$ cat src/core/sync_pkg.sv
// How it works
// Line sync out regenerated, retimed to pixel clock
// Line sync polarity and width set by registers
// Line sync fixed to pixel clock edges
// Frame sync out: separated or pass-through
// One bit selects frame sync out polarity
// Frame sync width: source or programmed
// Address strap never alters frame sync output
// Slicer output picks one of four sources
// Slicer output gets selection only
// Field output reports odd or even field
// Strap pin level sampled at start-up
// Frame sync input sense auto or forced
// Field updates once per frame sync
package sync_pkg;

	// ==========================================
	// Bus widths and responses
	localparam int ADDR_W = 10;
	localparam int DATA_W = 32;
	localparam logic [1:0] RESP_OKAY = 2'h0;
	localparam logic [1:0] RESP_SLVERR = 2'h2;

	// ==========================================
	// Register indices (byte address is four times the index)
	localparam logic [7:0] IDX_VS_CTRL = 8'h14;
	localparam logic [7:0] IDX_VS_DUR = 8'h15;
	localparam logic [7:0] IDX_OUT_CTRL = 8'h16;
	localparam logic [7:0] IDX_HS_WIDTH = 8'h17;
	localparam logic [7:0] IDX_STATUS = 8'h18;
	localparam logic [7:0] IDX_SLICER = 8'h1d;

	// ==========================================
	// Field positions
	localparam int VS_POL_FORCE_BIT = 5;
	localparam int VS_POL_LEVEL_BIT = 4;
	localparam int VS_DUR_EN_BIT = 3;
	localparam int OUT_HS_POL_BIT = 0;
	localparam int OUT_VS_POL_BIT = 1;
	localparam int OUT_VS_PASS_BIT = 2;
	localparam int ST_FIELD_BIT = 0;
	localparam int ST_STRAP_BIT = 1;
	localparam int ST_VS_LOW_BIT = 2;
	localparam int ST_HS_ACT_BIT = 3;
	localparam int ST_RUN_BIT = 4;

	// ==========================================
	// Reset values
	localparam logic [7:0] RST_VS_CTRL = 8'h00;
	localparam logic [7:0] RST_VS_DUR = 8'h04;
	localparam logic [7:0] RST_OUT_CTRL = 8'h03;
	localparam logic [7:0] RST_HS_WIDTH = 8'h20;
	localparam logic [1:0] RST_SLICER = 2'h0;

	// ==========================================
	// Timing
	localparam int CLK_PERIOD_NS = 100;
	localparam int STRAP_NS = 1000;
	localparam int STRAP_CYC = (STRAP_NS + CLK_PERIOD_NS - 1) / CLK_PERIOD_NS;
	localparam int CNT_W = 16;
	localparam logic [CNT_W-1:0] POL_ACC_MAX = 16'h7fff;

	// ==========================================
	// Enumerations
	typedef enum logic [1:0] {
		SL_GREEN_RAW = 2'b00,
		SL_LINE_RAW = 2'b01,
		SL_LINE_REGEN = 2'b10,
		SL_LINE_FILT = 2'b11
	} slicer_e;

	typedef enum logic {
		PH_STRAP = 1'b0,
		PH_RUN = 1'b1
	} phase_e;

	// ==========================================
	// Carriers
	typedef struct packed {
		logic vs_pin;
		logic pix_clk;
		logic filt_line;
		logic regen_line;
		logic sep_frame;
		logic frame;
		logic line;
		logic green;
	} pins_s;

	localparam int PINS_W = $bits(pins_s);

	typedef struct packed {
		phase_e phase;
		logic [7:0] strap_cnt;
		logic addr_strap;
		logic [7:0] vs_ctrl;
		logic [7:0] vs_dur;
		logic [7:0] out_ctrl;
		logic [7:0] hs_width;
		slicer_e slicer;
		logic aw_full;
		logic [ADDR_W-1:0] aw_addr;
		logic w_full;
		logic [DATA_W-1:0] w_data;
		logic [3:0] w_strb;
		logic bvalid;
		logic [1:0] bresp;
		logic rvalid;
		logic [DATA_W-1:0] rdata;
		logic [1:0] rresp;
		logic hs_pend;
		logic [7:0] hs_cnt;
		logic [CNT_W-1:0] hcount;
		logic [CNT_W-1:0] line_len;
		logic [CNT_W-1:0] pol_acc;
		logic vs_prev;
		logic [7:0] vs_cnt;
		logic field_odd;
		logic line_out;
		logic frame_out;
		logic slicer_out;
	} state_s;

	localparam state_s STATE_RST = '{
		phase: PH_STRAP,
		strap_cnt: 8'h00,
		addr_strap: 1'b0,
		vs_ctrl: RST_VS_CTRL,
		vs_dur: RST_VS_DUR,
		out_ctrl: RST_OUT_CTRL,
		hs_width: RST_HS_WIDTH,
		slicer: SL_GREEN_RAW,
		aw_full: 1'b0,
		aw_addr: '0,
		w_full: 1'b0,
		w_data: '0,
		w_strb: 4'h0,
		bvalid: 1'b0,
		bresp: RESP_OKAY,
		rvalid: 1'b0,
		rdata: '0,
		rresp: RESP_OKAY,
		hs_pend: 1'b0,
		hs_cnt: 8'h00,
		hcount: '0,
		line_len: '0,
		pol_acc: '0,
		vs_prev: 1'b0,
		vs_cnt: 8'h00,
		field_odd: 1'b0,
		line_out: 1'b0,
		frame_out: 1'b0,
		slicer_out: 1'b0
	};

endpackage

$ cat src/core/sync_output_stage.sv
`timescale 1ns/1ps
module sync_output_stage (
	input wire logic aclk,
	input wire logic aresetn,
	input wire logic [sync_pkg::ADDR_W-1:0] s_axi_awaddr,
	input wire logic [2:0] s_axi_awprot,
	input wire logic s_axi_awvalid,
	output logic s_axi_awready,
	input wire logic [sync_pkg::DATA_W-1:0] s_axi_wdata,
	input wire logic [3:0] s_axi_wstrb,
	input wire logic s_axi_wvalid,
	output logic s_axi_wready,
	output logic [1:0] s_axi_bresp,
	output logic s_axi_bvalid,
	input wire logic s_axi_bready,
	input wire logic [sync_pkg::ADDR_W-1:0] s_axi_araddr,
	input wire logic [2:0] s_axi_arprot,
	input wire logic s_axi_arvalid,
	output logic s_axi_arready,
	output logic [sync_pkg::DATA_W-1:0] s_axi_rdata,
	output logic [1:0] s_axi_rresp,
	output logic s_axi_rvalid,
	input wire logic s_axi_rready,
	input wire logic pixel_output_clock,
	input wire logic line_sync_in,
	input wire logic green_embedded_sync,
	input wire logic frame_sync_in,
	input wire logic separated_frame_sync,
	input wire logic regen_line_sync,
	input wire logic filtered_line_sync,
	input wire logic frame_sync_pin_in,
	output logic line_sync_out,
	output logic frame_sync_out,
	output logic frame_sync_oe,
	output logic slicer_select_out,
	output logic field_odd,
	output logic address_strap_bit
);
	import sync_pkg::*;

	// ==========================================
	// Helpers
	function automatic logic [7:0] reg_index(input logic [ADDR_W-1:0] a);
		reg_index = a[ADDR_W-1:2];
	endfunction

	function automatic logic drive_level(input logic active, input logic active_high);
		drive_level = active ? active_high : ~active_high;
	endfunction

	function automatic logic known_index(input logic [7:0] i);
		known_index = (i == IDX_VS_CTRL) || (i == IDX_VS_DUR) || (i == IDX_OUT_CTRL) ||
			(i == IDX_HS_WIDTH) || (i == IDX_STATUS) || (i == IDX_SLICER);
	endfunction

	// ==========================================
	// Input synchronisers
	pins_s pins;
	pins_s p_lvl;
	pins_s p_rise;
	pins_s p_fall;

	assign pins.vs_pin = frame_sync_pin_in;
	assign pins.pix_clk = pixel_output_clock;
	assign pins.filt_line = filtered_line_sync;
	assign pins.regen_line = regen_line_sync;
	assign pins.sep_frame = separated_frame_sync;
	assign pins.frame = frame_sync_in;
	assign pins.line = line_sync_in;
	assign pins.green = green_embedded_sync;

	edge_sync #(
		.W(PINS_W)
	) u_sync (
		.aclk(aclk),
		.aresetn(aresetn),
		.d(pins),
		.lvl(p_lvl),
		.rise(p_rise),
		.fall(p_fall)
	);

	// ==========================================
	// State
	state_s s;
	state_s n;

	logic [7:0] wr_idx;
	logic [7:0] rd_idx;
	logic vs_force;
	logic vs_active_low;
	logic vs_in_act;
	logic vs_edge;
	logic pass_act;
	logic pass_edge;
	logic sel_act;
	logic sel_edge;
	logic frame_act;
	logic line_start;
	logic hs_act;
	logic [DATA_W-1:0] rd_val;

	always_comb begin
		n = s;
		wr_idx = reg_index(s.aw_addr);
		rd_idx = reg_index(s_axi_araddr);

		// ==========================================
		// Start-up strap capture
		if (s.phase == PH_STRAP) begin
			if (s.strap_cnt == 8'(STRAP_CYC)) begin
				n.addr_strap = p_lvl.vs_pin;
				n.phase = PH_RUN;
			end else begin
				n.strap_cnt = s.strap_cnt + 8'h01;
			end
		end

		// ==========================================
		// Frame sync input sense
		vs_force = s.vs_ctrl[VS_POL_FORCE_BIT];
		if (p_lvl.frame) begin
			if (s.pol_acc != POL_ACC_MAX) begin
				n.pol_acc = s.pol_acc + 16'h0001;
			end
		end else begin
			if (s.pol_acc != ~POL_ACC_MAX) begin
				n.pol_acc = s.pol_acc - 16'h0001;
			end
		end
		if (vs_force) begin
			vs_active_low = ~s.vs_ctrl[VS_POL_LEVEL_BIT];
		end else begin
			vs_active_low = ~s.pol_acc[CNT_W-1] && (s.pol_acc != '0);
		end
		vs_in_act = p_lvl.frame ^ vs_active_low;

		// ==========================================
		// Line sync regeneration on pixel clock
		line_start = 1'b0;
		if (p_rise.line) begin
			n.hs_pend = 1'b1;
		end
		if (p_rise.pix_clk) begin
			if (s.hs_pend || p_rise.line) begin
				n.hs_pend = 1'b0;
				n.hs_cnt = s.hs_width;
				n.line_len = s.hcount;
				n.hcount = '0;
				line_start = 1'b1;
			end else begin
				n.hcount = s.hcount + 16'h0001;
				if (s.hs_cnt != 8'h00) begin
					n.hs_cnt = s.hs_cnt - 8'h01;
				end
			end
		end
		hs_act = (n.hs_cnt != 8'h00);
		if (p_rise.pix_clk) begin
			n.line_out = drive_level(hs_act, s.out_ctrl[OUT_HS_POL_BIT]);
		end

		// ==========================================
		// Frame sync output
		pass_act = vs_in_act;
		vs_edge = pass_act && !s.vs_prev;
		pass_edge = vs_edge;
		n.vs_prev = pass_act;
		sel_act = s.out_ctrl[OUT_VS_PASS_BIT] ? pass_act : p_lvl.sep_frame;
		sel_edge = s.out_ctrl[OUT_VS_PASS_BIT] ? pass_edge : p_rise.sep_frame;
		if (sel_edge) begin
			n.vs_cnt = s.vs_dur;
		end else if (line_start && (s.vs_cnt != 8'h00)) begin
			n.vs_cnt = s.vs_cnt - 8'h01;
		end
		if (s.vs_ctrl[VS_DUR_EN_BIT]) begin
			frame_act = sel_edge || (s.vs_cnt != 8'h00);
		end else begin
			frame_act = sel_act;
		end
		n.frame_out = drive_level(frame_act, s.out_ctrl[OUT_VS_POL_BIT]);

		// ==========================================
		// Odd and even field
		if (pass_edge) begin
			n.field_odd = (s.hcount >= (s.line_len >> 1));
		end

		// ==========================================
		// Slicer output
		case (s.slicer)
			SL_GREEN_RAW: n.slicer_out = p_lvl.green;
			SL_LINE_RAW: n.slicer_out = p_lvl.line;
			SL_LINE_REGEN: n.slicer_out = p_lvl.regen_line;
			SL_LINE_FILT: n.slicer_out = p_lvl.filt_line;
			default: n.slicer_out = 1'b0;
		endcase

		// ==========================================
		// Register write
		if (s_axi_awvalid && !s.aw_full) begin
			n.aw_full = 1'b1;
			n.aw_addr = s_axi_awaddr;
		end
		if (s_axi_wvalid && !s.w_full) begin
			n.w_full = 1'b1;
			n.w_data = s_axi_wdata;
			n.w_strb = s_axi_wstrb;
		end
		if (s.bvalid && s_axi_bready) begin
			n.bvalid = 1'b0;
		end
		if (s.aw_full && s.w_full && !s.bvalid) begin
			n.aw_full = 1'b0;
			n.w_full = 1'b0;
			n.bvalid = 1'b1;
			n.bresp = known_index(wr_idx) ? RESP_OKAY : RESP_SLVERR;
			if (s.w_strb[0]) begin
				case (wr_idx)
					IDX_VS_CTRL: n.vs_ctrl = s.w_data[7:0];
					IDX_VS_DUR: n.vs_dur = s.w_data[7:0];
					IDX_OUT_CTRL: n.out_ctrl = s.w_data[7:0];
					IDX_HS_WIDTH: n.hs_width = s.w_data[7:0];
					IDX_SLICER: n.slicer = slicer_e'(s.w_data[1:0]);
					default: n.bresp = n.bresp;
				endcase
			end
		end

		// ==========================================
		// Register read
		rd_val = '0;
		case (rd_idx)
			IDX_VS_CTRL: rd_val[7:0] = s.vs_ctrl;
			IDX_VS_DUR: rd_val[7:0] = s.vs_dur;
			IDX_OUT_CTRL: rd_val[7:0] = s.out_ctrl;
			IDX_HS_WIDTH: rd_val[7:0] = s.hs_width;
			IDX_SLICER: rd_val[1:0] = s.slicer;
			IDX_STATUS: begin
				rd_val[ST_FIELD_BIT] = s.field_odd;
				rd_val[ST_STRAP_BIT] = s.addr_strap;
				rd_val[ST_VS_LOW_BIT] = vs_active_low;
				rd_val[ST_HS_ACT_BIT] = (s.hs_cnt != 8'h00);
				rd_val[ST_RUN_BIT] = (s.phase == PH_RUN);
			end
			default: rd_val = '0;
		endcase
		if (s.rvalid && s_axi_rready) begin
			n.rvalid = 1'b0;
		end
		if (s_axi_arvalid && !s.rvalid) begin
			n.rvalid = 1'b1;
			n.rdata = rd_val;
			n.rresp = known_index(rd_idx) ? RESP_OKAY : RESP_SLVERR;
		end
	end

	always_ff @(posedge aclk) begin
		if (!aresetn) begin
			s <= STATE_RST;
		end else begin
			s <= n;
		end
	end

	// ==========================================
	// Outputs
	assign s_axi_awready = !s.aw_full;
	assign s_axi_wready = !s.w_full;
	assign s_axi_bvalid = s.bvalid;
	assign s_axi_bresp = s.bresp;
	assign s_axi_arready = !s.rvalid;
	assign s_axi_rvalid = s.rvalid;
	assign s_axi_rdata = s.rdata;
	assign s_axi_rresp = s.rresp;
	assign line_sync_out = s.line_out;
	assign frame_sync_out = s.frame_out;
	assign frame_sync_oe = (s.phase == PH_RUN);
	assign slicer_select_out = s.slicer_out;
	assign field_odd = s.field_odd;
	assign address_strap_bit = s.addr_strap;
endmodule // sync_output_stage

$ cat src/core/edge_sync.sv
`timescale 1ns/1ps
module edge_sync #(
	parameter int W = 8
) (
	input wire logic aclk,
	input wire logic aresetn,
	input wire logic [W-1:0] d,
	output logic [W-1:0] lvl,
	output logic [W-1:0] rise,
	output logic [W-1:0] fall
);
	typedef struct packed {
		logic [W-1:0] meta;
		logic [W-1:0] stab;
		logic [W-1:0] prev;
	} es_s;

	es_s s;
	es_s n;

	// ==========================================
	// Two-stage synchroniser and edge finder
	always_comb begin
		n = s;
		n.meta = d;
		n.stab = s.meta;
		n.prev = s.stab;
	end

	always_ff @(posedge aclk) begin
		if (!aresetn) begin
			s <= '0;
		end else begin
			s <= n;
		end
	end

	assign lvl = s.stab;
	assign rise = s.stab & ~s.prev;
	assign fall = ~s.stab & s.prev;
endmodule // edge_sync

$ cat config.mk
export PLATFORM = sky130hd
export DESIGN_NAME = sync_output_stage
export DESIGN_NICKNAME = d
export VERILOG_FILES = /design/src/core/sync_pkg.sv /design/src/core/sync_output_stage.sv /design/src/core/edge_sync.sv
export SDC_FILE = /design/constraint.sdc
export NUM_CORES = 1
export LEC_CHECK = 0
export BUFFER_PORTS_ARGS = -buffer_cell sky130_fd_sc_hd__buf_2
export CORE_ASPECT_RATIO = 1.4
export CORE_MARGIN = 10
export CORE_UTILIZATION = 50
export DETAILED_ROUTE_END_ITERATION = 10
export HOLD_SLACK_MARGIN = 0.02
export PLACE_DENSITY = 0.72
export SLEW_MARGIN = 10
export SYNTH_ARGS = -nofsm -noshare
export SYNTH_HDL_FRONTEND = slang
export SYNTH_SLANG_ARGS = --single-unit
$ cat constraint.sdc
create_clock -name aclk -period 2.69 [get_ports aclk]
set_input_delay 0.1345 -clock aclk [delete_from_list [all_inputs] [get_ports aclk]]
set_output_delay 0.1345 -clock aclk [all_outputs]
set_load 0.1 [all_outputs]
# == Yosys cells after proc, flatten, opt, wreduce, memory -nomap -nowiden ==
# Cells that the tools add are included.
# totals
word_cells,147
regBits,172
inputBits,77
output_inout_bits,47
# classes
magnitude_cmp,1
reduce_logical,46
mux,33
n_bitwise,10
addsub,6
n_eq_ne,19
# op_table
operator,count
"equality test 8 x 5 -> 1 bit, second input constant",12
2-to-1 mux 16 bit,4
2-to-1 mux 41 bit,1
2-to-1 mux 35 bit,1
"adder 16 x 1 -> 16 bit, second input constant",2
2-to-1 mux 8 bit,4
2-to-1 mux 24 bit,1
nonzero test 8 bit,3
>= comparator 16 x 15 -> 1 bit,1
"inequality test 16 x 15 -> 1 bit, second input constant",1
"inequality test 16 bit, second input constant",1
nonzero test 16 bit,1
"subtractor 16 x 1 -> 16 bit, second input constant",1
"subtractor 8 x 1 -> 8 bit, second input constant",2
case mux 3 bit (5 select lines),1
AND reduction 3 bit,5
2-to-1 mux 1 bit,14
logical OR 1 bit,12
case mux 2 bit (6 select lines),1
case mux 3 bit (4 select lines),1
logical AND 1 bit,10
2-to-1 mux 10 bit,1
"adder 8 x 1 -> 8 bit, second input constant",1
"equality test 8 x 4 -> 1 bit, second input constant",1
other kinds (15),33

# == Logic depth before layout (Yosys ltp) ==
# Gate-level depths: netlist (run 1).
# logic_depth
word_depth,9
depth_mapped,10
ltp_nobuf,10

# == Modules after synthesis ==
# Synthesis (run 1) repeated with hierarchy kept, for this count alone.
# hier_totals
cells_unflattened,976
hier_area_um2,8325.5
# modules_own_cells
module,cells_per_inst,seq_area_each_um2,area_per_inst_um2,n_inst
sync_output_stage,902,2882.8,7500.9,1
edge_sync,74,480.5,824.5,1

# == Least setup slack after synthesis (run 1) ==
# No wires, ideal clock.
# synth_path
path_type,reg2reg
startpoint,register s[144] (netlist bit)
endpoint,register s[163] (netlist bit)
arrival_time_ps,2520
path_buffers,1
path_slack_ps,44
required_time_ps,2564
path_stages_with_launch,10
synth_period_minus_slack_ps,2646
setup_time_ps,126
path_cell_list,dfxtp_1 -> inv_1 -> or3_1 -> nor4_1 -> nand3_1 -> nor2_1 -> and3_1 -> buf_2 -> mux2i_1 -> nand2_1
# synth_via
elab_chain_len,3
# synth_lines
element,line_no,rtl
start: declaration,sync_output_stage.sv:85,state_s s;
start signal: assignment,sync_output_stage.sv:262,s <= n;
logical AND 1 bit (2 in series),sync_output_stage.sv:213,if (s.aw_full && s.w_full && !s.bvalid) begin
AND reduction 3 bit (no line),--,
# No other way between the ends.
# A chain may end at the register's enable or synchronous reset.

# == Worst setup path in the final report (run 1) ==
# layout_path
startpoint,register s[62] (netlist bit)
endpoint,register s (netlist bit line_sync_out)
# layout_via
elab_chain_len,6
word_cells_on_any_way,7
classes_between,add/sub (1); mux (4); reduce/logical (2)
# layout_lines
element,line_no,rtl
subtractor 8 x 1 -> 8 bit or nonzero test 8 bit (tied branches),"sync_output_stage.sv:154, sync_output_stage.sv:153",
2-to-1 mux 8 bit,sync_output_stage.sv:153,if (s.hs_cnt != 8'h00) begin
2-to-1 mux 24 bit,sync_output_stage.sv:145,if (s.hs_pend || p_rise.line) begin
2-to-1 mux 41 bit (*),sync_output_stage.sv:144,if (p_rise.pix_clk) begin
nonzero test 8 bit (*),sync_output_stage.sv:158,hs_act = (n.hs_cnt != 8'h00);
2-to-1 mux 1 bit (*),sync_output_stage.sv:48,drive_level = active ? active_high : ~active_high;
# Every way passes the cells marked *; elsewhere a longest branch is shown, timed or not.

==> impl_metrics.prom, run 1 <==
# TYPE chip_impl_metric gauge
chip_impl_info{name="status",value="completed"} 1
chip_impl_metric{name="placement.io_buffers",unit=""} 60
chip_impl_metric{name="netSwitchingPower",unit="mW"} 2.26
chip_impl_metric{name="pin_count",unit=""} 124
chip_impl_metric{name="antenna_found_initial",unit=""} 0
chip_impl_metric{name="p_seq_share",unit="%"} 37.3
chip_impl_metric{name="post-dp-hpwl",unit="mm"} 12.9
chip_impl_metric{name="crit_path_max_incr_delay",unit="ps"} 380
chip_impl_metric{name="crit_required",unit="ps"} 2990
chip_impl_metric{name="yosysTopAreaCellShare",unit="%"} 41.4
chip_impl_metric{name="antenna_cells_inserted",unit=""} 0
chip_impl_metric{name="dp_cells",unit=""} 1140
chip_impl_metric{name="p_total",unit="mW"} 7.32
chip_impl_metric{name="power_report.internal_total",unit="mW"} 5.06
chip_impl_metric{name="drcViolationCount",unit=""} 0
chip_impl_info{name="worst_r2r_startpoint",value="s[62]"} 1
chip_impl_metric{name="max_freq",unit="MHz"} 386
chip_impl_metric{name="post_synthesis_register_bit_count",unit=""} 163
chip_impl_metric{name="grt_remaining_overflow",unit=""} 0
chip_impl_metric{name="detail_route.vias_per_cell",unit=""} 5.40
chip_impl_metric{name="cp.arrival",unit="ps"} 2900
chip_impl_metric{name="tns",unit="ps"} 0
chip_impl_metric{name="ys_async_sr_fraction",unit="%"} 0
chip_impl_metric{name="finish.net_count",unit=""} 1120
chip_impl_metric{name="total_leakage_power",unit="nW"} 3.99
chip_impl_metric{name="syn-instance-count",unit=""} 903
chip_impl_metric{name="die-height",unit="um"} 169
chip_impl_info{name="synth_top_cell_by_area",value="sky130_fd_sc_hd__dfxtp_1"} 1
chip_impl_metric{name="die_width",unit="um"} 126
chip_impl_metric{name="clkLatencyLatePin",unit="ps"} 420
chip_impl_metric{name="wire_length_of_the_first_global_routing_pass",unit="mm"} 31.4
chip_impl_metric{name="met3RoutedLength",unit="um"} 641
chip_impl_metric{name="synth-warning-count",unit=""} 0
chip_impl_metric{name="hold_viol_final",unit=""} 0
chip_impl_metric{name="power_per_cell_area",unit="nW/um^2"} 774
chip_impl_metric{name="finalSetupViolCount",unit=""} 0
chip_impl_info{name="slowest_stage",value="sky130_fd_sc_hd__nor4b_4"} 1
chip_impl_metric{name="final.setup_skew",unit="ps"} 9.82
chip_impl_metric{name="htree_num_levels",unit=""} 4
chip_impl_metric{name="final_layout_size_suffix_gt1_share",unit="%"} 15.7
chip_impl_metric{name="netSwitchingFraction",unit="%"} 30.9
chip_impl_metric{name="fin_util",unit="%"} 60.8
chip_impl_metric{name="synth_cell_types",unit=""} 72
chip_impl_info{name="clk_root_buffer_cell",value="sky130_fd_sc_hd__clkbuf_16"} 1
chip_impl_metric{name="design.die.area",unit="um^2"} 21300
chip_impl_info{name="synthMostInstantiatedCell",value="sky130_fd_sc_hd__dfxtp_1"} 1
chip_impl_info{name="postSynth.topFlopCell",value="sky130_fd_sc_hd__dfxtp_1"} 1
chip_impl_metric{name="clockBufferDepth",unit=""} 2
chip_impl_metric{name="synthToLayoutAreaGrowth",unit="%"} 19.9
chip_impl_info{name="hold_path_class",value="input port to register"} 1
chip_impl_info{name="crit_family",value="simple AND/OR/NAND/NOR gates"} 1
chip_impl_metric{name="core",unit="um^2"} 15500
chip_impl_info{name="synth.area.top_cells",value="sky130_fd_sc_hd__dfxtp_1 41%, sky130_fd_sc_hd__mux2i_1 6.5%, sky130_fd_sc_hd__nor2_1 5.8%"} 1
chip_impl_metric{name="cts.sinks",unit=""} 163
chip_impl_metric{name="synthesis.area_per_instance",unit="um^2"} 8.73
chip_impl_info{name="max_layer_used",value="met4"} 1
chip_impl_metric{name="place.gp.congestion",unit=""} 0.909
chip_impl_metric{name="numCtsBuffers",unit=""} 17
chip_impl_metric{name="syn-cell-area",unit="um^2"} 7880
chip_impl_info{name="critPathLaunch",value="s[62]"} 1
chip_impl_metric{name="report.final.slew_viol_count",unit=""} 0
chip_impl_info{name="rsz0062_at_grt",value="yes"} 1
chip_impl_metric{name="synth.yosys.seq_area_share",unit="%"} 41.4
chip_impl_metric{name="vdd.ir_drop.worst",unit="mV"} 0.451
chip_impl_metric{name="finalCritPeriodShare",unit="%"} 96.4
chip_impl_info{name="synth_common_cells",value="163 x sky130_fd_sc_hd__dfxtp_1, 121 x sky130_fd_sc_hd__nor2_1, 89 x sky130_fd_sc_hd__nand2_1"} 1
chip_impl_metric{name="drtAntennaViolNets",unit=""} 0
chip_impl_metric{name="layout_min_cycle_time",unit="ps"} 2590
chip_impl_metric{name="cts.clk_slew.worst_paths",unit="ps"} 60
chip_impl_metric{name="number_of_iterations_in_the_first_detailed_routing_pass",unit=""} 5
chip_impl_metric{name="number_of_global_route_vias_before_repair",unit=""} 6618
chip_impl_metric{name="grt_start_max_net_pins",unit=""} 47
chip_impl_metric{name="combinational_group_share_of_total_power",unit="%"} 26.3
chip_impl_metric{name="post_drt_wl_per_cell",unit="um"} 15.5
chip_impl_metric{name="dr.first_iter.drc_count",unit=""} 443
chip_impl_metric{name="row_count",unit=""} 54
chip_impl_metric{name="timing.slew.headroom",unit="%"} 37.5
chip_impl_info{name="worstHoldStart",value="s_axi_araddr[5]"} 1
chip_impl_info{name="timing.critical_path.from_type",value="register"} 1
chip_impl_metric{name="via_count",unit=""} 6564
chip_impl_metric{name="path_buf_inv",unit=""} 2
chip_impl_info{name="tritoncts",value="built"} 1
chip_impl_metric{name="synth-edff-count",unit=""} 0
chip_impl_info{name="path_cells",value="inv_2 > ha_2 > or2b_1 > nor4b_4 > buf_4 > nor4_1 > a311oi_1 > nand4_1 > a2111oi_4 > xnor2_1 > a21oi_1"} 1
chip_impl_info{name="cp-end-kind",value="register"} 1
chip_impl_metric{name="cp_max_fo",unit=""} 4
chip_impl_metric{name="timing.max_cap.violations",unit=""} 0
chip_impl_metric{name="detailroute.wirelength.met2",unit="mm"} 10.0
chip_impl_info{name="crit_type",value="register to register"} 1
chip_impl_metric{name="floorplan.initialDensity",unit="%"} 50.7
chip_impl_metric{name="gr-usage-all-layers",unit="%"} 17.4
chip_impl_metric{name="finalWirelength",unit="mm"} 18.8
chip_impl_metric{name="final-instance-count-excl-fill",unit=""} 1215
chip_impl_metric{name="power.clock.fraction",unit="%"} 36.4
chip_impl_metric{name="routedLengthMet1",unit="mm"} 7.48
chip_impl_metric{name="worst-slew-pin-transition",unit="ps"} 935
## cells by family (layout without fill, tap and decap cells)
family | Yosys count | in the layout | synth area share, %
other | 1 | 26 | 0.0476
xor gates and xnor gates | 45 | 45 | 5.00
DFF | 163 | 163 | 41.4
AOI/OAI and AO/OA | 173 | 173 | 13.8
adders and majority gates | 37 | 37 | 5.97
and+or+nand+nor | 325 | 325 | 19.8
buffers and inverters | 103 | 194 | 6.65
muxes | 56 | 56 | 7.33
## per-stage QoR
| stage | setup WS, ps | cell area, um^2 | hold WS, ps |
|---|---|---|---|
| after floorplan | 44.2 | 7980 | 234 |
| after global placement | 63.5 | 8330 | 323 |
| after detailed placement | 9.08 | 8330 | 327 |
| after CTS | 0.538 | 9320 | 194 |
| after global routing | -99.6 | 9450 | 228 |
| final | 96.8 | 9450 | 205 |
## power by group through the flow
stage / Clock (mW) / Combinational (mW) / Sequential (mW)
after floorplan: 0 / 1.43 / 2.79
final: 2.66 / 1.92 / 2.73
after detailed placement: 0 / 1.73 / 2.78
after global placement: 0 / 1.71 / 2.78
after global routing: 2.81 / 2.13 / 2.75
after CTS: 2.70 / 1.78 / 2.73
## final timing paths
check                   endpoint  slack (ps)  cells past startpoint
setup reg to reg   line_sync_out         100                     11
setup / recovery   line_sync_out         100                     11
hold / removal    s_axi_rresp[1]         200                      4
hold reg to reg    u_sync.lvl[7]         430                      1
## per-layer routing
metal,vias to the layer above,global-route usage (%)
met5,-,0
met4,0,7.84
met3,42,3.69
met2,140,32.2
met1,3092,18.3
li1,3290,-
## registers in the layout, summed over array words and instances, names as in the netlist
name               cells
s                    126
s_axi_rdata            8
u_sync.lvl             8
u_sync.n               8
u_sync.s               3
address_strap_bit      1
field_odd              1
frame_sync_oe          1
frame_sync_out         1
line_sync_out          1
s_axi_bresp            1
s_axi_bvalid           1
s_axi_rresp            1
s_axi_rvalid           1
slicer_select_out      1
## worst min-delay path, cell delays in order
cell and delay (ps):
sky130_fd_sc_hd__buf_2 150, sky130_fd_sc_hd__a2111oi_0 120, sky130_fd_sc_hd__a21oi_1 120, sky130_fd_sc_hd__nor2_1 40
## layout by cell type, fill, tap and decap left out, types with 16 or more instances in the layout
| master | Yosys | routed |
|---|---|---|
| sky130_fd_sc_hd__xor2_1 | 29 | 29 |
| sky130_fd_sc_hd__o21ai_0 | 23 | 22 |
| sky130_fd_sc_hd__dfxtp_1 | 163 | 161 |
| sky130_fd_sc_hd__xnor2_1 | 16 | 16 |
| sky130_fd_sc_hd__mux2i_1 | 51 | 51 |
| sky130_fd_sc_hd__nand2_1 | 89 | 89 |
| sky130_fd_sc_hd__buf_4 | 36 | 34 |
| sky130_fd_sc_hd__ha_1 | 36 | 33 |
| sky130_fd_sc_hd__a21oi_1 | 76 | 75 |
| sky130_fd_sc_hd__inv_1 | 34 | 32 |
| sky130_fd_sc_hd__nor2_1 | 121 | 121 |
| sky130_fd_sc_hd__buf_2 | 2 | 60 |
| sky130_fd_sc_hd__clkbuf_16 | 0 | 17 |
| sky130_fd_sc_hd__and2_1 | 21 | 21 |
| sky130_fd_sc_hd__conb_1 | 1 | 26 |
| sky130_fd_sc_hd__dlygate4sd3_1 | 0 | 31 |
## what timing repair did
action,4_1_cts,5_1_grt
endpoints found under the hold margin,30,0
setup buffers,3,8
setup endpoints to repair,2,5
gates resized for setup,1,18
pin swaps,1,11
cloned,0,1
hold buffers,31,0
## final cells by class
class                           count  area [um^2]
Timing Repair Buffer              126          886
Multi-Input combinational cell    662         4250
Fill cell                        1340         6090
Sequential cell                   163         3270
Tap cell                          196          245
Clock inverter                     12          203
Clock buffer                       20          457
Inverter                           35          135
Timing Repair inverter              1         7.51
Power figures use the tool's default switching activity.
==> run 2, diff against run 1 <==
--- a/config.mk
+++ b/config.mk
@@ -7,12 +7,13 @@
 export LEC_CHECK = 0
 export BUFFER_PORTS_ARGS = -buffer_cell sky130_fd_sc_hd__buf_2
 export CORE_ASPECT_RATIO = 1.4
-export CORE_MARGIN = 10
+export CORE_MARGIN = 2
 export CORE_UTILIZATION = 50
 export DETAILED_ROUTE_END_ITERATION = 10
 export HOLD_SLACK_MARGIN = 0.02
-export PLACE_DENSITY = 0.72
+export PLACE_DENSITY = 0.71
 export SLEW_MARGIN = 10
 export SYNTH_ARGS = -nofsm -noshare
 export SYNTH_HDL_FRONTEND = slang
+export SYNTH_HIERARCHICAL = 1
 export SYNTH_SLANG_ARGS = --single-unit
==> run 2 against run 1 <==
Compared with the run above:
- design area shrank 2.5%
- critical path type unchanged
- setup slack improved by 170 ps
- critical path depth decreased by 3
- cell count is 1.2% higher
- sequential cell count unchanged
- total power down 8.0%
- via count grew 2.0%
- register-to-register slack improved by 170 ps
- core utilization shrank 3.4 points
- clock power decreased by 14%
==> impl_metrics.prom, run 2 <==
# TYPE chip_impl_metric gauge
chip_impl_metric{name="crit_required",unit="ps"} 2990
chip_impl_metric{name="clkLatencyLatePin",unit="ps"} 430
chip_impl_info{name="crit_type",value="register to register"} 1
chip_impl_metric{name="fin_util",unit="%"} 57.4
chip_impl_info{name="clk_root_buffer_cell",value="sky130_fd_sc_hd__clkbuf_16"} 1
chip_impl_metric{name="vdd.ir_drop.worst",unit="mV"} 0.449
chip_impl_metric{name="r2r.worst_path.cells",unit=""} 8
chip_impl_metric{name="max_freq",unit="MHz"} 413
chip_impl_metric{name="finalWirelength",unit="mm"} 18.6
chip_impl_metric{name="core",unit="um^2"} 16000
chip_impl_metric{name="floorplan.initialDensity",unit="%"} 50.5
chip_impl_info{name="commonest_non_fill_non_tap_cell_in_the_layout",value="sky130_fd_sc_hd__dfxtp_1"} 1
chip_impl_metric{name="row_count",unit=""} 55
chip_impl_metric{name="regArea",unit="um^2"} 3260
chip_impl_metric{name="power.clock.fraction",unit="%"} 34.2
chip_impl_metric{name="wire_length_of_the_first_global_routing_pass",unit="mm"} 31.1
chip_impl_metric{name="total_leakage_power",unit="nW"} 3.81
chip_impl_metric{name="synth-warning-count",unit=""} 6
chip_impl_metric{name="via_count",unit=""} 6696
chip_impl_metric{name="hold_viol_final",unit=""} 0
chip_impl_metric{name="synthToLayoutAreaGrowth",unit="%"} 13.7
chip_impl_metric{name="cp.arrival",unit="ps"} 2720
chip_impl_metric{name="cp_max_fo",unit=""} 8
chip_impl_metric{name="cts.sinks",unit=""} 163
chip_impl_info{name="holdPathEnd",value="s[167]"} 1
chip_impl_metric{name="dr.first_iter.drc_count",unit=""} 335
chip_impl_metric{name="final-instance-count-excl-fill",unit=""} 1229
chip_impl_metric{name="cts.clk_slew.worst_paths",unit="ps"} 60
chip_impl_info{name="cp-end-kind",value="register"} 1
chip_impl_metric{name="timing.max_cap.violations",unit=""} 0
chip_impl_metric{name="antenna_cells_inserted",unit=""} 0
chip_impl_metric{name="netSwitchingFraction",unit="%"} 32.1
chip_impl_metric{name="timing.final.ws_setup",unit="ps"} 270
chip_impl_metric{name="finish.net_count",unit=""} 1133
chip_impl_info{name="rsz0062_at_grt",value="no"} 1
chip_impl_metric{name="drtAntennaViolNets",unit=""} 0
chip_impl_metric{name="dp_worst_setup_slack",unit="ps"} 255
chip_impl_metric{name="post_drt_wl_per_cell",unit="um"} 15.1
chip_impl_metric{name="grt_start_max_net_pins",unit=""} 54
chip_impl_metric{name="clockBufferDepth",unit=""} 2
chip_impl_info{name="timing.critical_path.from_type",value="register"} 1
chip_impl_metric{name="design.die.area",unit="um^2"} 17300
chip_impl_metric{name="worst-slew-pin-transition",unit="ps"} 1240
chip_impl_metric{name="syn-instance-count",unit=""} 952
chip_impl_metric{name="netSwitchingPower",unit="mW"} 2.16
chip_impl_metric{name="n_fill_cell",unit=""} 1475
chip_impl_metric{name="cts_setup_buffers",unit=""} 0
chip_impl_metric{name="antenna_found_initial",unit=""} 0
chip_impl_metric{name="holdPathStages",unit=""} 2
chip_impl_metric{name="multiInputGateArea",unit="um^2"} 4250
chip_impl_metric{name="layout_min_cycle_time",unit="ps"} 2420
chip_impl_info{name="hold_path_class",value="input port to register"} 1
chip_impl_metric{name="numCtsBuffers",unit=""} 17
chip_impl_metric{name="timing.slew.headroom",unit="%"} 17.2
chip_impl_metric{name="place.gp.congestion",unit=""} 0.853
chip_impl_info{name="status",value="completed"} 1
chip_impl_metric{name="post-dp-hpwl",unit="mm"} 12.9
chip_impl_metric{name="synthesis.area_per_instance",unit="um^2"} 8.51
chip_impl_metric{name="finalSetupViolCount",unit=""} 0
chip_impl_metric{name="finalCritPeriodShare",unit="%"} 90.0
chip_impl_metric{name="grt_remaining_overflow",unit=""} 0
chip_impl_metric{name="tns",unit="ps"} 0
chip_impl_metric{name="largest_register_ffs",unit=""} 126
chip_impl_info{name="tritoncts",value="built"} 1
chip_impl_metric{name="gr-usage-all-layers",unit="%"} 22.3
chip_impl_metric{name="htree_num_levels",unit=""} 4
chip_impl_metric{name="report.final.slew_viol_count",unit=""} 0
chip_impl_info{name="worstHoldStart",value="aresetn"} 1
chip_impl_metric{name="final_layout_size_suffix_gt1_share",unit="%"} 12.5
chip_impl_metric{name="syn-cell-area",unit="um^2"} 8100
chip_impl_metric{name="detail_route.vias_per_cell",unit=""} 5.45
chip_impl_info{name="worstReg2RegEnd",value="s[4]"} 1
chip_impl_metric{name="power_report.internal_total",unit="mW"} 4.57
chip_impl_metric{name="number_of_global_route_vias_before_repair",unit=""} 6478
chip_impl_info{name="worst_r2r_startpoint",value="s[20]"} 1
chip_impl_info{name="max_flop_register",value="s"} 1
chip_impl_metric{name="final.setup_skew",unit="ps"} 7.68
chip_impl_metric{name="placement.io_buffers",unit=""} 60
chip_impl_metric{name="pin_count",unit=""} 124
chip_impl_metric{name="dp_cells",unit=""} 1169
chip_impl_info{name="most-common-layout-cells",value="163 x sky130_fd_sc_hd__dfxtp_1, 120 x sky130_fd_sc_hd__nand2_1, 100 x sky130_fd_sc_hd__a21oi_1"} 1
chip_impl_metric{name="drcViolationCount",unit=""} 0
chip_impl_metric{name="number_of_iterations_in_the_first_detailed_routing_pass",unit=""} 5
chip_impl_metric{name="die-height",unit="um"} 155
chip_impl_metric{name="p_seq_share",unit="%"} 40.5
chip_impl_metric{name="power_per_cell_area",unit="nW/um^2"} 731
chip_impl_metric{name="combinational_group_share_of_total_power",unit="%"} 25.3
chip_impl_metric{name="regToRegSetupSlack",unit="ps"} 270
chip_impl_metric{name="die_width",unit="um"} 112
==> run 2: cell count changes in the layout (fill, tap and decap cells not counted), moves of 6 or more <==
cell / previous run / this run
sky130_fd_sc_hd__nand3_1: 14 / 24
sky130_fd_sc_hd__mux2i_1: 51 / 37
sky130_fd_sc_hd__and3_1: 8 / 14
sky130_fd_sc_hd__nor3_1: 6 / 12
sky130_fd_sc_hd__and2_2: 0 / 6
sky130_fd_sc_hd__a21oi_1: 75 / 100
sky130_fd_sc_hd__buf_4: 34 / 17
sky130_fd_sc_hd__inv_1: 32 / 38
sky130_fd_sc_hd__nor2_1: 121 / 83
sky130_fd_sc_hd__nand2_1: 89 / 120
==> run 2: power groups by stage <==
| stage | Sequential, mW | Clock [mW] | Combinational, mW |
|---|---|---|---|
| CTS | 2.72 | 2.34 | 1.70 |
| detailed placement | 2.77 | 0 | 1.65 |
| global placement | 2.77 | 0 | 1.64 |
| finish | 2.72 | 2.30 | 1.71 |
| global route | 2.74 | 2.44 | 1.88 |
| floorplan | 2.78 | 0 | 1.39 |
==> run 2: final cells by class <==
type	count	area share, %
Multi-Input combinational cell	690	46.1
Clock buffer	22	5.15
Sequential cell	163	35.4
Timing Repair Buffer	108	8.12
Inverter	39	1.59
Clock inverter	8	0.869
Tap cell	199	2.70
==> run 2: worst max-delay path by stage <==
stage	from	end	slack [ps]	cells after the start
2_1_floorplan	s[144]	s[182]	330	8
3_3_place_gp	u_sync/lvl[2]	s[28]	300	9
3_5_place_dp	u_sync/lvl[2]	s[28]	260	9
4_1_cts	u_sync/lvl[2]	s[28]	220	9
5_1_grt	u_sync/lvl[2]	s[28]	70	10
6_report	s[20]	s[4]	270	8
==> run 2: metal layers <==
layer,track usage (%),up-vias,routed length [um]
met2,39.4,159,9390
met4,11.3,0,712
li1,-,3351,-
met3,4.39,48,737
met5,0,-,0
met1,25.6,3138,7720
==> run 2: repair_timing <==
action,in CTS,in global routing
hold buffers,30,0
resized for setup,0,1
endpoints found under the setup margin,0,1
hold endpoints to repair,29,0
==> run 2: through the flow <==
step | hold WS, ps | power (mW) | instance area [um^2]
5_1_grt | 151 | 7.06 | 9210
2_1_floorplan | 234 | 4.17 | 8200
6_report | 90.2 | 6.73 | 9210
3_5_place_dp | 322 | 4.43 | 8360
4_1_cts | 84.3 | 6.76 | 9210
3_3_place_gp | 326 | 4.41 | 8360
==> run 2: worst max-delay path, cell delays in order (launching register included) <==
cell	delay [ps]
sky130_fd_sc_hd__dfxtp_1	350
sky130_fd_sc_hd__nor4_1	380
sky130_fd_sc_hd__nand4_1	200
sky130_fd_sc_hd__a21oi_1	290
sky130_fd_sc_hd__xnor2_1	180
sky130_fd_sc_hd__o31ai_1	320
sky130_fd_sc_hd__buf_4	280
sky130_fd_sc_hd__mux2i_1	230
sky130_fd_sc_hd__nor2_1	50
==> run 3, diff against run 2 <==
--- a/config.mk
+++ b/config.mk
@@ -11,7 +11,7 @@
 export CORE_UTILIZATION = 50
 export DETAILED_ROUTE_END_ITERATION = 10
 export HOLD_SLACK_MARGIN = 0.02
-export PLACE_DENSITY = 0.71
+export PLACE_DENSITY = 0.74
 export SLEW_MARGIN = 10
 export SYNTH_ARGS = -nofsm -noshare
 export SYNTH_HDL_FRONTEND = slang
==> constraint.sdc (replaced) <==
create_clock -name aclk -period 2.2 [get_ports aclk]
set_input_delay 0.11 -clock aclk [delete_from_list [all_inputs] [get_ports aclk]]
set_output_delay 0.11 -clock aclk [all_outputs]
set_load 0.1 [all_outputs]
==> run 3 against run 2 <==
Compared with the run above:
- the flow now finishes with violations (negative setup slack)
- wire length grew 4.5%
- cell count is 3.6% higher
- clock power up 34%
- die area is the same
==> impl_metrics.prom, run 3 (synthesis gave the netlist of run 2 again) <==
# TYPE chip_impl_metric gauge
chip_impl_info{name="status",value="finished, violations left"} 1
chip_impl_info{name="failed_checks",value="negative setup slack"} 1
chip_impl_metric{name="numCtsBuffers",unit=""} 17
chip_impl_info{name="hold_path_class",value="input port to register"} 1
chip_impl_metric{name="wire_length_of_the_first_global_routing_pass",unit="mm"} 31.3
chip_impl_metric{name="timing.slew.headroom",unit="%"} 51.9
chip_impl_metric{name="regArea",unit="um^2"} 3270
chip_impl_metric{name="largest_register_ffs",unit=""} 126
chip_impl_metric{name="antenna_found_initial",unit=""} 0
chip_impl_metric{name="layout_min_cycle_time",unit="ps"} 2250
chip_impl_metric{name="globalRouteMet2Util",unit="%"} 41.1
chip_impl_metric{name="post-route-cell-area",unit="um^2"} 9830
chip_impl_metric{name="drtAntennaViolNets",unit=""} 0
chip_impl_metric{name="number_of_global_route_vias_before_repair",unit=""} 6555
chip_impl_metric{name="finalCritPeriodShare",unit="%"} 102
chip_impl_metric{name="crit_required",unit="ps"} 2560
chip_impl_info{name="holdPathEnd",value="u_sync/n[8]"} 1
chip_impl_metric{name="antenna_cells_inserted",unit=""} 0
chip_impl_metric{name="total_leakage_power",unit="nW"} 4.11
chip_impl_metric{name="post_drt_wl_per_cell",unit="um"} 15.2
chip_impl_metric{name="row_count",unit=""} 55
chip_impl_info{name="crit_type",value="register to register"} 1
chip_impl_metric{name="hold_viol_final",unit=""} 0
chip_impl_info{name="max_flop_register",value="s"} 1
chip_impl_metric{name="cp.arrival",unit="ps"} 2620
chip_impl_metric{name="grt_start_max_net_pins",unit=""} 85
chip_impl_metric{name="synthToLayoutAreaGrowth",unit="%"} 21.3
chip_impl_info{name="timing.critical_path.from_type",value="register"} 1
chip_impl_metric{name="dr.first_iter.drc_count",unit=""} 409
chip_impl_metric{name="r2r.worst_path.cells",unit=""} 9
chip_impl_info{name="commonest_non_fill_non_tap_cell_in_the_layout",value="sky130_fd_sc_hd__dfxtp_1"} 1
chip_impl_metric{name="grt_util_met3",unit="%"} 4.15
chip_impl_info{name="worstReg2RegEnd",value="line_sync_out"} 1
chip_impl_metric{name="vdd.ir_drop.worst",unit="mV"} 0.770
chip_impl_metric{name="floorplan.initialDensity",unit="%"} 50.5
chip_impl_metric{name="number_of_iterations_in_the_first_detailed_routing_pass",unit=""} 5
chip_impl_metric{name="grt_remaining_overflow",unit=""} 0
chip_impl_metric{name="power_per_cell_area",unit="nW/um^2"} 918
chip_impl_info{name="rsz0062_at_grt",value="yes"} 1
chip_impl_metric{name="placement.io_buffers",unit=""} 60
chip_impl_metric{name="multiInputGateArea",unit="um^2"} 4460
chip_impl_metric{name="clockBufferDepth",unit=""} 2
chip_impl_info{name="slowest_stage",value="sky130_fd_sc_hd__or3b_4"} 1
chip_impl_metric{name="cts.clk_slew.worst_paths",unit="ps"} 60
chip_impl_metric{name="finish.net_count",unit=""} 1175
chip_impl_metric{name="cts.sinks",unit=""} 163
chip_impl_metric{name="die-height",unit="um"} 155
chip_impl_metric{name="place.gp.congestion",unit=""} 0.901
chip_impl_metric{name="report.final.slew_viol_count",unit=""} 0
chip_impl_info{name="worst_r2r_startpoint",value="s[61]"} 1
chip_impl_metric{name="fin_util",unit="%"} 61.3
chip_impl_metric{name="worst-slew-pin-transition",unit="ps"} 720
chip_impl_metric{name="timing.final.ws_setup",unit="ps"} -53.1
chip_impl_metric{name="regToRegSetupSlack",unit="ps"} -50
chip_impl_info{name="worstHoldStart",value="aresetn"} 1
chip_impl_metric{name="design.die.area",unit="um^2"} 17300
chip_impl_metric{name="die_width",unit="um"} 112
chip_impl_metric{name="core",unit="um^2"} 16000
chip_impl_metric{name="final.setup_skew",unit="ps"} 6.26
chip_impl_metric{name="clkLatencyLatePin",unit="ps"} 430
chip_impl_info{name="gr-max-usage-layer",value="met2"} 1
chip_impl_metric{name="detail_route.vias_per_cell",unit=""} 5.40
chip_impl_info{name="clk_root_buffer_cell",value="sky130_fd_sc_hd__clkbuf_16"} 1
chip_impl_metric{name="cp_max_fo",unit=""} 3
chip_impl_metric{name="gr-usage-all-layers",unit="%"} 22.5
chip_impl_metric{name="htree_num_levels",unit=""} 4
chip_impl_metric{name="crit_path_max_incr_delay",unit="ps"} 410
chip_impl_metric{name="timing.max_cap.violations",unit=""} 0
chip_impl_metric{name="finalSetupViolCount",unit=""} 1
chip_impl_metric{name="n_fill_cell",unit=""} 1367
chip_impl_metric{name="final_layout_size_suffix_gt1_share",unit="%"} 19.7
chip_impl_metric{name="holdPathStages",unit=""} 2
chip_impl_info{name="most-common-layout-cells",value="159 x sky130_fd_sc_hd__dfxtp_1, 119 x sky130_fd_sc_hd__nand2_1, 97 x sky130_fd_sc_hd__a21oi_1"} 1
chip_impl_info{name="cp-end-kind",value="register"} 1
chip_impl_metric{name="finalWirelength",unit="mm"} 19.4
chip_impl_metric{name="max_freq",unit="MHz"} 444
chip_impl_metric{name="placement.cell_area",unit="um^2"} 8680
chip_impl_info{name="path_cells",value="inv_2 > ha_2 > or3b_4 > o41ai_4 > o21ai_1 > and4_1 > and4b_1 > xnor2_1 > a21oi_1"} 1
chip_impl_metric{name="pin_count",unit=""} 124
chip_impl_metric{name="drcViolationCount",unit=""} 0
chip_impl_info{name="critPathLaunch",value="s[61]"} 1
chip_impl_metric{name="post-dp-hpwl",unit="mm"} 13.4
chip_impl_metric{name="grtUsageMet1",unit="%"} 25.1
chip_impl_info{name="tritoncts",value="built"} 1
chip_impl_metric{name="via_count",unit=""} 6880
[run 3: worst max path at each step]
stage / end / cells past startpoint
after floorplan: s[182] / 8
after global placement: line_sync_out / 8
after detailed placement: s[28] / 9
after CTS: line_sync_out / 9
after global routing: line_sync_out / 9
final: line_sync_out / 9
[run 3: final cells by class]
class	count	share of cell area, %
multi-input combinational	690	45.4
tap	199	2.53
clock buffer	19	4.61
inverter	39	1.53
clock inverter	13	1.74
sequential	163	33.2
timing repair buffer	150	11.0
[run 3: metal layers]
layer  share of wire [%]  up-vias
li1                    -     3446
met1                  41     3219
met2                  52      181
met3                 4.1       34
met4                 2.7        0
met5                   0        -
[run 3: stage by stage]
| stage | hold WS (ps) | power (mW) | instances | setup WS (ps) | setup TNS, ps |
|---|---|---|---|---|---|
| 2_1_floorplan | 209 | 5.10 | 977 | -119 | -2090 |
| 3_3_place_gp | 301 | 5.64 | 1206 | -66.6 | -129 |
| 3_5_place_dp | 301 | 5.68 | 1206 | -115 | -536 |
| 4_1_cts | 85.5 | 8.87 | 1270 | 0.542 | 0 |
| 5_1_grt | 110 | 9.42 | 1273 | -115 | -128 |
| 6_report | 93.1 | 9.02 | 1273 | -53.1 | -53.1 |
[run 3: timing repair]
item / in CTS / in global routing
buffers inserted: 2 / 3
endpoints found under the hold margin: 29 / 0
gates resized for setup: 11 / 34
hold buffers: 30 / 0
endpoints found under the setup margin: 13 / 26
pin swaps: 2 / 11
[run 3: critical path, delay by kind of cell, from the launching register on]
kind            cells  cell delay, ps
simple gates        3             860
buf+inv             1              90
xor+xnor            1             120
flops               1             330
fa+ha+maj           1             190
compound gates      3             580
[run 3: power by group]
| part | switching, mW | internal (mW) | total, mW |
|---|---|---|---|
| combinational | 1.46 | 1.11 | 2.57 |
| sequential | 0.203 | 3.15 | 3.36 |
| clock | 1.23 | 1.86 | 3.09 |
